[src/design/tcsm_pkg.sv]
package tcsm_pkg;

	localparam int CNT_W = 16;

	// operation mode select codes
	localparam logic [2:0] MODE_INTERVAL = 3'h0;
	localparam logic [2:0] MODE_CAPTURE  = 3'h2;
	localparam logic [2:0] MODE_EVENT    = 3'h3;
	localparam logic [2:0] MODE_ONECOUNT = 3'h4;
	localparam logic [2:0] MODE_CAP_ONE  = 3'h6;

	localparam logic [CNT_W-1:0] CNT_RESET = 16'h0000;
	localparam logic             TOUT_RESET = 1'b0;

	typedef struct packed {
		logic [2:0] operation_mode_select;
		logic       start_interrupt_select;
	} tcsm_mode_s;

	typedef enum logic [2:0] {
		TCSM_INTERVAL,
		TCSM_CAPTURE,
		TCSM_EVENT,
		TCSM_ONECOUNT,
		TCSM_CAP_ONE,
		TCSM_PROHIBITED
	} tcsm_kind_e;

	typedef enum logic {
		TCSM_IDLE,
		TCSM_COUNT
	} tcsm_state_e;

endpackage : tcsm_pkg

[src/design/tcsm_channel.sv]
`timescale 1ns/1ps
// Functional notes
// - mode field decodes five legal modes, all other codes prohibited.
// - interval, capture or event mode, select 0: silent start.
// - interval, capture or event mode, select 1: start irq and toggle.
// - one-count, select 0: trigger ignored while counting, no irq.
// - one-count, select 1: trigger taken while counting, no irq.
// - capture plus one-count needs select 0: silent start, no retrigger.
module tcsm_channel #(
	parameter int CNT_W = tcsm_pkg::CNT_W
) (
	input  wire logic                 mclk,
	input  wire logic                 reset_n,
	input  wire tcsm_pkg::tcsm_mode_s channel_mode_register,
	input  wire logic                 enable,
	input  wire logic                 start_trigger,
	input  wire logic                 count_tick,
	input  wire logic                 capture_trigger,
	input  wire logic [CNT_W-1:0]     reload_value,
	output logic                      timer_irq,
	output logic                      timer_out,
	output logic                      counting,
	output logic                      mode_prohibited,
	output logic [CNT_W-1:0]          count_value,
	output logic [CNT_W-1:0]          capture_value
);

	tcsm_pkg::tcsm_state_e state_q;
	tcsm_pkg::tcsm_state_e state_d;
	tcsm_pkg::tcsm_kind_e  kind;
	logic [CNT_W-1:0]      cnt_q;
	logic [CNT_W-1:0]      cnt_d;
	logic [CNT_W-1:0]      cap_q;
	logic                  tout_q;
	logic                  irq_q;
	logic                  irq_d;
	logic                  tout_tgl;
	logic                  trig_sync_q;
	logic                  trig_meta_q;
	logic                  trig_prev_q;

	// the mode register is a level; a change acts on the next edge
	wire [2:0] mode_bits = channel_mode_register.operation_mode_select;
	wire       sel       = channel_mode_register.start_interrupt_select;

	always_comb
	begin
		case (mode_bits)
			tcsm_pkg::MODE_INTERVAL: kind = tcsm_pkg::TCSM_INTERVAL;
			tcsm_pkg::MODE_CAPTURE:  kind = tcsm_pkg::TCSM_CAPTURE;
			tcsm_pkg::MODE_EVENT:    kind = tcsm_pkg::TCSM_EVENT;
			tcsm_pkg::MODE_ONECOUNT: kind = tcsm_pkg::TCSM_ONECOUNT;
			tcsm_pkg::MODE_CAP_ONE:  kind = tcsm_pkg::TCSM_CAP_ONE;
			default:                 kind = tcsm_pkg::TCSM_PROHIBITED;
		endcase
	end

	wire is_interval = (kind == tcsm_pkg::TCSM_INTERVAL);
	wire is_capture  = (kind == tcsm_pkg::TCSM_CAPTURE);
	wire is_event    = (kind == tcsm_pkg::TCSM_EVENT);
	wire is_onecount = (kind == tcsm_pkg::TCSM_ONECOUNT);
	wire is_capone   = (kind == tcsm_pkg::TCSM_CAP_ONE);
	wire is_prohib   = (kind == tcsm_pkg::TCSM_PROHIBITED);

	// free modes start on enable alone; one-shot modes wait for a trigger
	wire is_free     = is_interval || is_capture || is_event;
	wire is_oneshot  = is_onecount || is_capone;
	// capture modes are the only ones that latch the count
	wire cap_mode    = is_capture || is_capone;
	// capture plus one-count with select 1 is treated as prohibited
	wire bad_cap1    = is_capone && sel;
	wire prohib      = is_prohib || bad_cap1;

	// start trigger is an external pin: two flops before any logic reads it
	always_ff @(posedge mclk or negedge reset_n)
	begin
		if (!reset_n)
		begin
			trig_meta_q <= 1'b0;
			trig_sync_q <= 1'b0;
		end
		else
		begin
			trig_meta_q <= start_trigger;
			trig_sync_q <= trig_meta_q;
		end
	end

	// history resets to the idle pin level: no false edge after reset
	always_ff @(posedge mclk or negedge reset_n)
	begin
		if (!reset_n)
			trig_prev_q <= 1'b0;
		else
			trig_prev_q <= trig_sync_q;
	end

	wire trig_rise  = trig_sync_q && !trig_prev_q;
	wire idle       = (state_q == tcsm_pkg::TCSM_IDLE);
	wire start_now  = enable && !prohib && idle
		&& (is_free ? 1'b1 : trig_rise);
	// a prohibited code or a dropped enable halts the channel at once
	wire halt       = !enable || prohib;
	// trigger ignored while counting unless one-count with select set
	// retrigger accepted only in plain one-count with select 1
	wire retrig     = enable && !idle && trig_rise && is_onecount && sel;
	wire at_zero    = (cnt_q == '0);
	wire expire     = !idle && count_tick && at_zero;
	wire do_capture = !idle && capture_trigger && cap_mode;
	// the start event only reports itself in the free modes
	wire start_irq  = is_free && sel;
	// zero expires on its tick, so the count never wraps below zero
	wire [CNT_W-1:0] cnt_dec = cnt_q - 1'b1;

	always_comb
	begin
		state_d  = state_q;
		cnt_d    = cnt_q;
		irq_d    = 1'b0;
		tout_tgl = 1'b0;
		case (state_q)
			tcsm_pkg::TCSM_IDLE:
			begin
				if (start_now)
				begin
					state_d = tcsm_pkg::TCSM_COUNT;
					cnt_d   = reload_value;
					// silent start when select is 0
					if (start_irq)
					begin
						irq_d    = 1'b1;
						tout_tgl = 1'b1;
					end
				end
			end
			tcsm_pkg::TCSM_COUNT:
			begin
				// halt wins, then a retrigger, then an expiry
				if (halt)
					state_d = tcsm_pkg::TCSM_IDLE;
				else if (retrig)
				begin
					cnt_d = reload_value;
				end
				else if (expire)
				begin
					irq_d    = 1'b1;
					tout_tgl = 1'b1;
					cnt_d    = reload_value;
					// one-shot modes stop after one period
					if (is_oneshot)
						state_d = tcsm_pkg::TCSM_IDLE;
				end
				else if (count_tick)
					cnt_d = cnt_dec;
			end
			default:
				state_d = tcsm_pkg::TCSM_IDLE;
		endcase
	end

	// output flips only on a start or an expiry event
	wire tout_d = tout_q ^ tout_tgl;

	always_ff @(posedge mclk or negedge reset_n)
	begin
		if (!reset_n)
			state_q <= tcsm_pkg::TCSM_IDLE;
		else
			state_q <= state_d;
	end

	always_ff @(posedge mclk or negedge reset_n)
	begin
		if (!reset_n)
			cnt_q <= tcsm_pkg::CNT_RESET;
		else
			cnt_q <= cnt_d;
	end

	// interrupt is a one-cycle pulse per event; events on consecutive cycles hold it high
	always_ff @(posedge mclk or negedge reset_n)
	begin
		if (!reset_n)
			irq_q <= 1'b0;
		else
			irq_q <= irq_d;
	end

	always_ff @(posedge mclk or negedge reset_n)
	begin
		if (!reset_n)
			tout_q <= tcsm_pkg::TOUT_RESET;
		else
			tout_q <= tout_d;
	end

	// capture keeps the last count seen at a capture trigger
	always_ff @(posedge mclk or negedge reset_n)
	begin
		if (!reset_n)
			cap_q <= tcsm_pkg::CNT_RESET;
		else if (do_capture)
			cap_q <= cnt_q;
	end

	// counting and the mode flag come straight from state and decode
	assign timer_irq       = irq_q;
	assign timer_out       = tout_q;
	assign counting        = !idle;
	assign mode_prohibited = prohib;
	assign count_value     = cnt_q;
	assign capture_value   = cap_q;

endmodule : tcsm_channel

[config.mk]
export PLATFORM = sky130hd
export DESIGN_NAME = tcsm_channel
export DESIGN_NICKNAME = d
export VERILOG_FILES = /design/src/design/tcsm_pkg.sv /design/src/design/tcsm_channel.sv
export SDC_FILE = /design/constraint.sdc
export NUM_CORES = 1
export LEC_CHECK = 0
export BUFFER_PORTS_ARGS = -buffer_cell sky130_fd_sc_hd__buf_2
export CORE_ASPECT_RATIO = 2
export CORE_MARGIN = 4
export CORE_UTILIZATION = 44
export CTS_CLUSTER_DIAMETER = 100
export DETAILED_ROUTE_END_ITERATION = 8
export GPL_TIMING_DRIVEN = 1
export PLACE_DENSITY = 0.72
export RECOVER_POWER = 100
export SLEW_MARGIN = 20
export SYNTH_ARGS = -nofsm -noshare
export SYNTH_HDL_FRONTEND = slang
export SYNTH_SLANG_ARGS = --single-unit
export TNS_END_PERCENT = 10
[constraint.sdc]
create_clock -name mclk -period 2.3 [get_ports mclk]
set_clock_uncertainty 0.15 [all_clocks]
set_input_delay 0.46 -clock mclk [delete_from_list [all_inputs] [get_ports mclk]]
set_output_delay 0.46 -clock mclk [all_outputs]
set_load 0.01 [all_outputs]
==> impl_metrics.py, run 1 <==
metrics = {
    "worst_hold_path": {
        "min_from": "start_trigger",
        "min_to": "trig_meta_q",
        "min_path_type": "input port to register",
        "whs_path_depth": 1,
    },
    "critical_path": {
        "r2r-end": "count_value[4]",
        "cp.depth": 7,
        "r2r_slack_ns": 0.11,
        "cp.required_ns": 2.37,
        "reg2reg_depth": 7,
        "crit_path_max_incr_delay_ns": 0.61,
        "critPathSlowestCell": "or4_4",
        "worstSetupEndpointType": "register",
        "critPathTopFamily": "simple AND/OR/NAND/NOR gates",
        "start_kind": "register",
        "cp_max_fo": 11,
        "timing_worst_setup_path_type": "register to register",
        "path_cells": "or4_4 -> nor3_4 -> buf_4 -> a21oi_2 -> buf_4 -> a21oi_1 -> a2bb2oi_1",
        "regToRegStartpoint": "count_value[5]",
        "crit_buf_inv": 2,
        "crit_top_cell": "buf_4",
        "arrival_ns": 2.27,
    },
    "logic_synthesis": {
        "synth_common_cells": "dfrtp_1, o21ai_0, nand2_1",
        "synth_cells": 191,
        "synth_edf_count": 0,
        "synth_warnings": 0,
        "synth_mux_area_frac": 0.08541,
        "synth_top_area_share": 0.4738,
        "yosysTopAreaCell": "dfrtp_1",
        "ys_types": 49,
        "synth_top_family_by_area": "compound AO/OA/AOI/OAI gates",
        "synth-seq-cells": 38,
        "ys_async_sr_fraction": 1.000,
        "synthTopCellsByArea": "dfrtp_1, mux2_2, o21ai_0",
        "synthAdderAreaFrac": 0.01247,
        "yosysMostFrequentCell": "dfrtp_1",
        "syn_nets": 219,
        "synth_compound_area_frac": 0.1976,
        "ys.flop_type": "dfrtp_1",
        "synth_simple_gate_area_frac": 0.1808,
        "yosysSeqAreaShare": 0.4738,
        "syn_area_per_cell_um2": 10.51,
        "netlist_area_um2": 2007,
        "synth_xor_area_frac": 0.004364,
    },
    "grt": {
        "grt_max_degree": 39,
        "track_usage": 0.1951,
        "antenna_found_initial": 0,
        "overflow": 0,
        "grt_pass1_wl_um": 8880,
        "grt_pass1_vias": 1829,
    },
    "cts": {
        "cts_sinks": 38,
        "path_clk_slew_ns": 0.08,
        "h-tree-depth": 2,
        "cts_root_buf": "clkbuf_8",
        "clk_path_buf_depth": 2,
        "cts_inserted_buffers": 5,
        "clk_latency_ns": 0.29,
        "cts_tree": "yes",
    },
    "power_and_ir_drop": {
        "pwr_density_cell_nw_per_um2": 924.1,
        "intPower_mw": 1.490,
        "vdd_drop_max_mv": 0.6898,
        "p_clk_frac": 0.241,
        "seq_power_share": 0.443,
        "combinationalPowerShare": 0.316,
        "p_sw_frac": 0.3598,
        "p_leak_nw": 1.089,
        "switchingPower_mw": 0.8373,
    },
    "sta": {
        "rsz0062_at_grt": "false",
        "hold_viol": 0,
        "layout_min_cycle_time_ns": 2.194,
        "fin_crit_sh": 0.9540,
        "slew_violations": 0,
        "setup_tns_ns": 0,
        "setup-violations-final": 0,
        "slew_headroom": 0.2552,
        "max_freq_mhz": 455.8,
        "worstMarginPinSlew_ns": 1.117,
    },
    "routing": {
        "drtPass1Iterations": 4,
        "drt_wl_total_um": 5343,
        "wl_per_cell_um": 16.44,
        "viasPerCell": 5.588,
        "vias": 1816,
        "ant_nets": 0,
        "drc": 0,
        "drt-initial-drc-count": 62,
    },
    "place": {
        "gp_congestion": 0.8614,
        "portBuffers": 61,
        "dp_hpwl_um": 3929,
        "dp_cells": 315,
    },
    "floorplan": {
        "dieArea_um2": 5771,
        "coreArea_um2": 4382,
        "die_w_um": 55.76,
        "die_h_um": 103.5,
        "start_util": 0.4580,
        "pin_count": 62,
        "num_rows": 34,
    },
    "status": {
        "status": "finished clean",
    },
    "finish": {
        "syn_to_final_growth_pct": 25.50,
        "nNetsFinal": 298,
        "fin_cells": 325,
        "diodes": 0,
        "drive_above_1_share": 0.2768,
    },
    "flow_run": {
        "cap_violations": 0,
    },
}
[layout make-up]
cell class	instances	area, µm²
Clock buffer	5	68.82
Multi-Input combinational cell	135	965.9
Clock inverter	3	40.04
Fill cell	431	1863
Sequential cell	38	950.9
Tap cell	54	67.56
Timing Repair Buffer	80	387.9
Inverter	10	37.54
[registers in the layout, indices dropped and copies added (netlist names)]
name,count
timer_irq,1
counting,1
capture_value,16
trig_prev_q,1
count_value,16
trig_meta_q,1
timer_out,1
trig_sync_q,1
[stage by stage]
step,utilization,setup slack (ns),total power [mW],hold WS [ns],area [µm²]
2_1_floorplan,-,0.1877,1.444,0.01441,2007
3_3_place_gp,0.5600,0.1464,1.817,0.1927,2454
3_5_place_dp,0.5600,0.09151,1.840,0.1910,2454
4_1_cts,0.5848,0.01085,2.412,0.07082,2562
5_1_grt,0.5748,0.0004514,2.484,0.1172,2519
6_report,0.5748,0.1059,2.327,0.1197,2519
[routing by layer]
metal | track usage | wire length (µm) | vias up | part of all wire
met5 | 0 | 0 | - | 0
met4 | 0.1096 | 210 | 0 | 0.039
met3 | 0.03487 | 242 | 14 | 0.045
met2 | 0.3381 | 2895 | 55 | 0.54
met1 | 0.2188 | 1995 | 877 | 0.37
li1 | - | - | 870 | -
[worst max-delay path by stage]
stage	startpoint	endpoint	slack, ns
after floorplan	count_value[4]	count_value[0]	0.19
after global placement	count_value[5]	count_value[1]	0.15
after detailed placement	count_value[5]	count_value[2]	0.09
after CTS	count_value[5]	count_value[2]	0.01
after global routing	count_value[0]	count_value[2]	0.0005
final	count_value[5]	count_value[4]	0.11
[power groups by stage]
stage | logic [mW] | clock network, mW | registers, mW
final | 0.735 | 0.562 | 1.03
after floorplan | 0.310 | 0 | 1.13
after global routing | 0.814 | 0.606 | 1.06
after CTS | 0.805 | 0.579 | 1.03
after detailed placement | 0.800 | 0 | 1.04
after global placement | 0.786 | 0 | 1.03
[layout by cell type, fill, tap and decap left out, types with 2 or more instances in the layout]
| master | n |
|---|---|
| a211oi_1 | 2 |
| a21oi_1 | 5 |
| a21oi_2 | 4 |
| a22oi_1 | 6 |
| a2bb2oi_1 | 4 |
| and3_1 | 2 |
| buf_2 | 30 |
| buf_4 | 12 |
| clkbuf_1 | 36 |
| clkbuf_8 | 5 |
| clkinv_2 | 2 |
| dfrtp_1 | 38 |
| ha_1 | 2 |
| inv_1 | 10 |
| mux2_2 | 9 |
| mux2i_1 | 7 |
| nand2_1 | 16 |
| nand3_1 | 10 |
| nand3b_1 | 2 |
| nand4_1 | 3 |
| nor2_1 | 6 |
| nor2b_1 | 2 |
| nor3_1 | 4 |
| nor4_2 | 2 |
| nor4b_1 | 2 |
| o211ai_1 | 2 |
| o21a_1 | 2 |
| o21ai_0 | 17 |
| o21ai_1 | 4 |
| o2bb2ai_1 | 2 |
[repair_timing]
action,4_1_cts,5_1_grt
hold buffers,0,0
gates resized for setup,0,3
setup endpoints to repair,0,10
buffers inserted,0,2
[cells by family after synthesis]
logic type	Yosys count
buffers and inverters	18
AO/OA/AOI/OAI	57
AND/OR/NAND/NOR	59
multiplexers	16
adder cells (fa/ha/maj)	2
XOR/XNOR	1
flip-flops	38
(Power assumes the default switching activity.)
==> run 2: changes to the inputs <==
==> constraint.sdc (replaced) <==
create_clock -name mclk -period 2.3 [get_ports mclk]
set_clock_uncertainty 0.15 [all_clocks]
set_input_delay 0 -clock mclk [delete_from_list [all_inputs] [get_ports mclk]]
set_output_delay 0 -clock mclk [all_outputs]
set_load 0.01 [all_outputs]
==> impl_metrics.py, run 2 (synthesis gave the netlist of run 1 again) <==
metrics = {
    "sta": {
        "holdWs_ns": -0.02364,
        "worstMarginPinSlew_ns": 0.9388,
        "hold_viol": 1,
        "max_freq_mhz": 460.5,
        "layout_min_cycle_time_ns": 2.172,
        "setup-violations-final": 0,
        "slew_headroom": 0.3741,
        "fin_crit_sh": 0.9441,
        "slew_violations": 0,
        "rsz0062_at_grt": "true",
    },
    "routing": {
        "dr_wl_met2_um": 3153,
        "drt_wl_total_um": 5463,
        "wl_per_cell_um": 15.79,
        "drt-initial-drc-count": 58,
        "ant_nets": 0,
        "dr.max_layer_used": "met4",
        "drt-met1-wl_um": 2019,
        "viasPerCell": 5.549,
        "drtPass1Iterations": 4,
        "wl_met3_um": 227,
        "drc": 0,
        "vias": 1920,
    },
    "flow_run": {
        "cap_violations": 0,
    },
    "place": {
        "portBuffers": 61,
        "gp_congestion": 0.8560,
        "dp_cells": 313,
        "dp_hpwl_um": 3913,
        "placedInstanceArea_um2": 2439,
    },
    "grt": {
        "overflow": 0,
        "grt_pass1_wl_um": 9425,
        "grt_pass1_vias": 1979,
        "track_usage": 0.2021,
        "antenna_found_initial": 0,
        "grt_max_degree": 39,
    },
    "critical_path": {
        "cp.required_ns": 2.35,
        "cp_max_fo": 13,
        "crit_top_cell": "a21oi_2",
        "timing_worst_setup_path_type": "register to register",
        "crit_path_max_incr_delay_ns": 0.58,
        "critPathTopFamily": "simple AND/OR/NAND/NOR gates",
        "start_kind": "register",
        "worstSetupEndpointType": "register",
        "arrival_ns": 2.22,
        "path_cells": "or4_4 -> nor3_4 -> buf_6 -> a21oi_2 -> buf_4 -> a21oi_2 -> a2bb2oi_1",
        "crit_buf_inv": 2,
        "critPathSlowestCell": "or4_4",
    },
    "floorplan": {
        "num_rows": 34,
        "die_w_um": 55.76,
        "dieArea_um2": 5771,
        "coreArea_um2": 4382,
        "start_util": 0.4580,
        "die_h_um": 103.5,
        "pin_count": 62,
    },
    "cts": {
        "clk_path_buf_depth": 2,
        "h-tree-depth": 2,
        "cts_tree": "yes",
        "path_clk_slew_ns": 0.07,
        "cts_root_buf": "clkbuf_8",
        "clk_latency_ns": 0.28,
        "cts_inserted_buffers": 5,
        "cts_sinks": 38,
    },
    "finish": {
        "final_core_util": 0.6276,
        "diodes": 0,
        "stdcell_area_um2": 2750,
        "syn_to_final_growth_pct": 37.03,
        "drive_above_1_share": 0.2671,
        "mostFrequentLayoutCells": "dfrtp_1, clkbuf_1, buf_2",
        "fill_cells": 391,
        "nNetsFinal": 319,
        "fin_cells": 346,
        "layout_commonest_cell": "dfrtp_1",
    },
    "status": {
        "violations": "hold timing",
        "status": "complete, but fails checks",
    },
    "power_and_ir_drop": {
        "p_leak_nw": 1.178,
        "vdd_drop_max_mv": 0.5831,
        "pwr_density_cell_nw_per_um2": 857.5,
        "power_mw": 2.358,
    },
    "worst_hold_path": {
        "min_path_type": "input port to register",
    },
}
-- run 2: changes by cell type in the layout (fill, tap and decap cells not counted), sizes merged --
cell,before,now
buf,42,45
dlygate4sd3,0,22
clkinv,2,0
clkbuf,43,41
-- run 2: repair_timing --
action	in CTS	in global routing
setup endpoints to repair	0	10
resized for setup	0	5
hold buffers	23	0
hold endpoints to repair	57	0
setup buffers	0	3
-- run 2: cell type report --
| type | count | area, µm² | area share |
|---|---|---|---|
| clock buffers | 7 | 76.32 | 0.02775 |
| clock inverters | 1 | 30.03 | 0.01092 |
| inverters | 10 | 37.54 | 0.01365 |
| multi-input cells | 135 | 974.7 | 0.3544 |
| flip-flops and latches | 38 | 950.9 | 0.3458 |
| well taps | 54 | 67.56 | 0.02457 |
| repair buffers | 101 | 613.1 | 0.2229 |
-- run 2: final timing paths --
check	start	to	slack [ns]	cells past startpoint
worst max-delay path	count_value[5]	count_value[13]	0.13	7
worst min-delay path	enable	counting	-0.02	4
worst max register to register	count_value[5]	count_value[13]	0.13	7
worst min register to register	trig_meta_q	trig_sync_q	0.21	0
max in group asynchronous	reset_n	count_value[14]	1.18	2
min in group asynchronous	reset_n	count_value[15]	0.24	2
-- run 2: power by group --
| group | internal, mW | switching [mW] |
|---|---|---|
| Sequential | 0.862 | 0.171 |
| Combinational | 0.340 | 0.432 |
| Clock | 0.325 | 0.229 |
-- run 2: through the flow --
step                 TNS, ns  hold slack (ns)  setup slack [ns]
global placement           0         -0.03897            0.1313
detailed placement         0         -0.04035           0.09327
CTS                        0         0.008241           0.02127
finish                     0         -0.02364            0.1285
floorplan                  0          -0.4456            0.1877
global route        -0.01513         0.006768          -0.01513
-- run 2: worst register-to-register path: stages (launching register included) --
cell and delay (ns):
dfrtp_1 0.38, or4_4 0.58, nor3_4 0.25, buf_6 0.14
a21oi_2 0.05, buf_4 0.21, a21oi_2 0.14, a2bb2oi_1 0.19
-- run 2: metal layers --
metal / vias to the layer above / track usage
met5: - / 0
met4: 0 / 0.07130
met3: 6 / 0.03611
met2: 54 / 0.3780
met1: 952 / 0.2201
li1: 908 / -
==> run 3: changes to the inputs <==
CORE_UTILIZATION = 35   (was 44)
PLACE_DENSITY = 0.6   (was 0.72)
==> impl_metrics.py, run 3 (synthesis gave the netlist of run 1 again) <==
metrics = {
    "finish": {
        "syn_to_final_growth_pct": 39.03,
        "drive_above_1_share": 0.2733,
        "fin_cells": 360,
        "final_core_util": 0.5059,
        "stdcell_area_um2": 2790,
        "diodes": 0,
        "mostFrequentLayoutCells": "buf_2, dfrtp_1, clkbuf_1",
        "layout_commonest_cell": "buf_2",
        "nNetsFinal": 329,
    },
    "floorplan": {
        "pin_count": 62,
        "coreArea_um2": 5515,
        "die_h_um": 115.1,
        "die_w_um": 61.55,
        "dieArea_um2": 7083,
        "start_util": 0.3639,
        "num_rows": 38,
    },
    "cts": {
        "cts_root_buf": "clkbuf_8",
        "cts_sinks": 38,
        "path_clk_slew_ns": 0.07,
        "cts_inserted_buffers": 5,
        "clk_path_buf_depth": 2,
        "h-tree-depth": 2,
        "cts_tree": "yes",
        "clk_latency_ns": 0.30,
    },
    "sta": {
        "setup-violations-final": 0,
        "layout_min_cycle_time_ns": 2.236,
        "slew_headroom": 0.3420,
        "worstMarginPinSlew_ns": 0.9871,
        "rsz0062_at_grt": "true",
        "setup_tns_ns": 0,
        "postLayoutSetupSlackWorst_ns": 0.06445,
        "fin_crit_sh": 0.9720,
        "hold_viol": 0,
        "max_freq_mhz": 447.3,
        "slew_violations": 0,
        "holdWs_ns": 0.04577,
    },
    "routing": {
        "drt_wl_total_um": 5805,
        "drc": 0,
        "ant_nets": 0,
        "vias": 1967,
        "drtPass1Iterations": 5,
        "drt-initial-drc-count": 53,
        "wl_per_cell_um": 16.13,
        "viasPerCell": 5.464,
    },
    "power_and_ir_drop": {
        "vdd_drop_max_mv": 0.6083,
        "power_mw": 2.327,
        "pwr_density_cell_nw_per_um2": 833.8,
        "p_leak_nw": 1.209,
    },
    "grt": {
        "antenna_found_initial": 0,
        "grt_max_degree": 39,
        "grt_pass1_wl_um": 9501,
        "overflow": 0,
        "grt_pass1_vias": 2002,
        "track_usage": 0.1810,
    },
    "critical_path": {
        "cp_max_fo": 5,
        "arrival_ns": 2.31,
        "timing_worst_setup_path_type": "register to register",
        "start_kind": "register",
        "worstSetupEndpointType": "register",
        "cp.required_ns": 2.37,
    },
    "place": {
        "pre_cts_ws_ns": -0.09730,
        "portBuffers": 61,
        "dp_hpwl_um": 4215,
        "placedInstanceArea_um2": 2536,
        "gp_congestion": 0.7656,
        "dp_cells": 331,
    },
    "worst_hold_path": {
        "min_path_type": "input port to register",
    },
    "flow_run": {
        "cap_violations": 0,
    },
    "status": {
        "status": "finished clean",
    },
}
==> run 3: what timing repair did <==
action                     CTS  global route
hold buffers                23             0
setup endpoints to repair   11             8
setup buffers                0             0
gates cloned                 0             0
hold endpoints to repair    58             0
gates resized for setup      3             3
==> run 3: cell type report <==
cell class              count  area [µm²]
fillers                   539        2725
clock buffers               6       82.58
multi-input cells         135       984.7
repair buffers            111       659.4
flip-flops and latches     38       950.9
well taps                  60       75.07
inverters                  10       37.54
==> run 3: power breakdown <==
group | switching [mW] | total [mW] | internal (mW)
Clock | 0.230 | 0.461 | 0.231
Combinational | 0.497 | 0.885 | 0.388
Sequential | 0.117 | 0.980 | 0.863
Total | 0.845 | 2.33 | 1.48
==> run 3: path summary, 6_finish.rpt <==
path | from | to | slack (ns) | cells past startpoint
max reg2reg | count_value[7] | timer_out | 0.06 | 6
max | count_value[7] | timer_out | 0.06 | 6
min in group asynchronous | reset_n | capture_value[11] | 0.24 | 2
min reg2reg | trig_meta_q | trig_sync_q | 0.21 | 0
max in group asynchronous | reset_n | count_value[7] | 1.15 | 2
min | capture_trigger | capture_value[9] | 0.05 | 3
==> run 3: critical path, cell delays in order (launching register included) <==
cell and delay [ns]:
dfrtp_1 0.42, or4_4 0.56, nor3_4 0.28, buf_4 0.17, nand3_1 0.07, a21boi_0 0.32, xor2_1 0.17
==> run 3: layer usage <==
| metal | GRT usage | part of all wire |
|---|---|---|
| met5 | 0 | 0 |
| met4 | 0.08074 | 0.023 |
| met3 | 0.03371 | 0.047 |
| met2 | 0.3191 | 0.55 |
| met1 | 0.2004 | 0.38 |
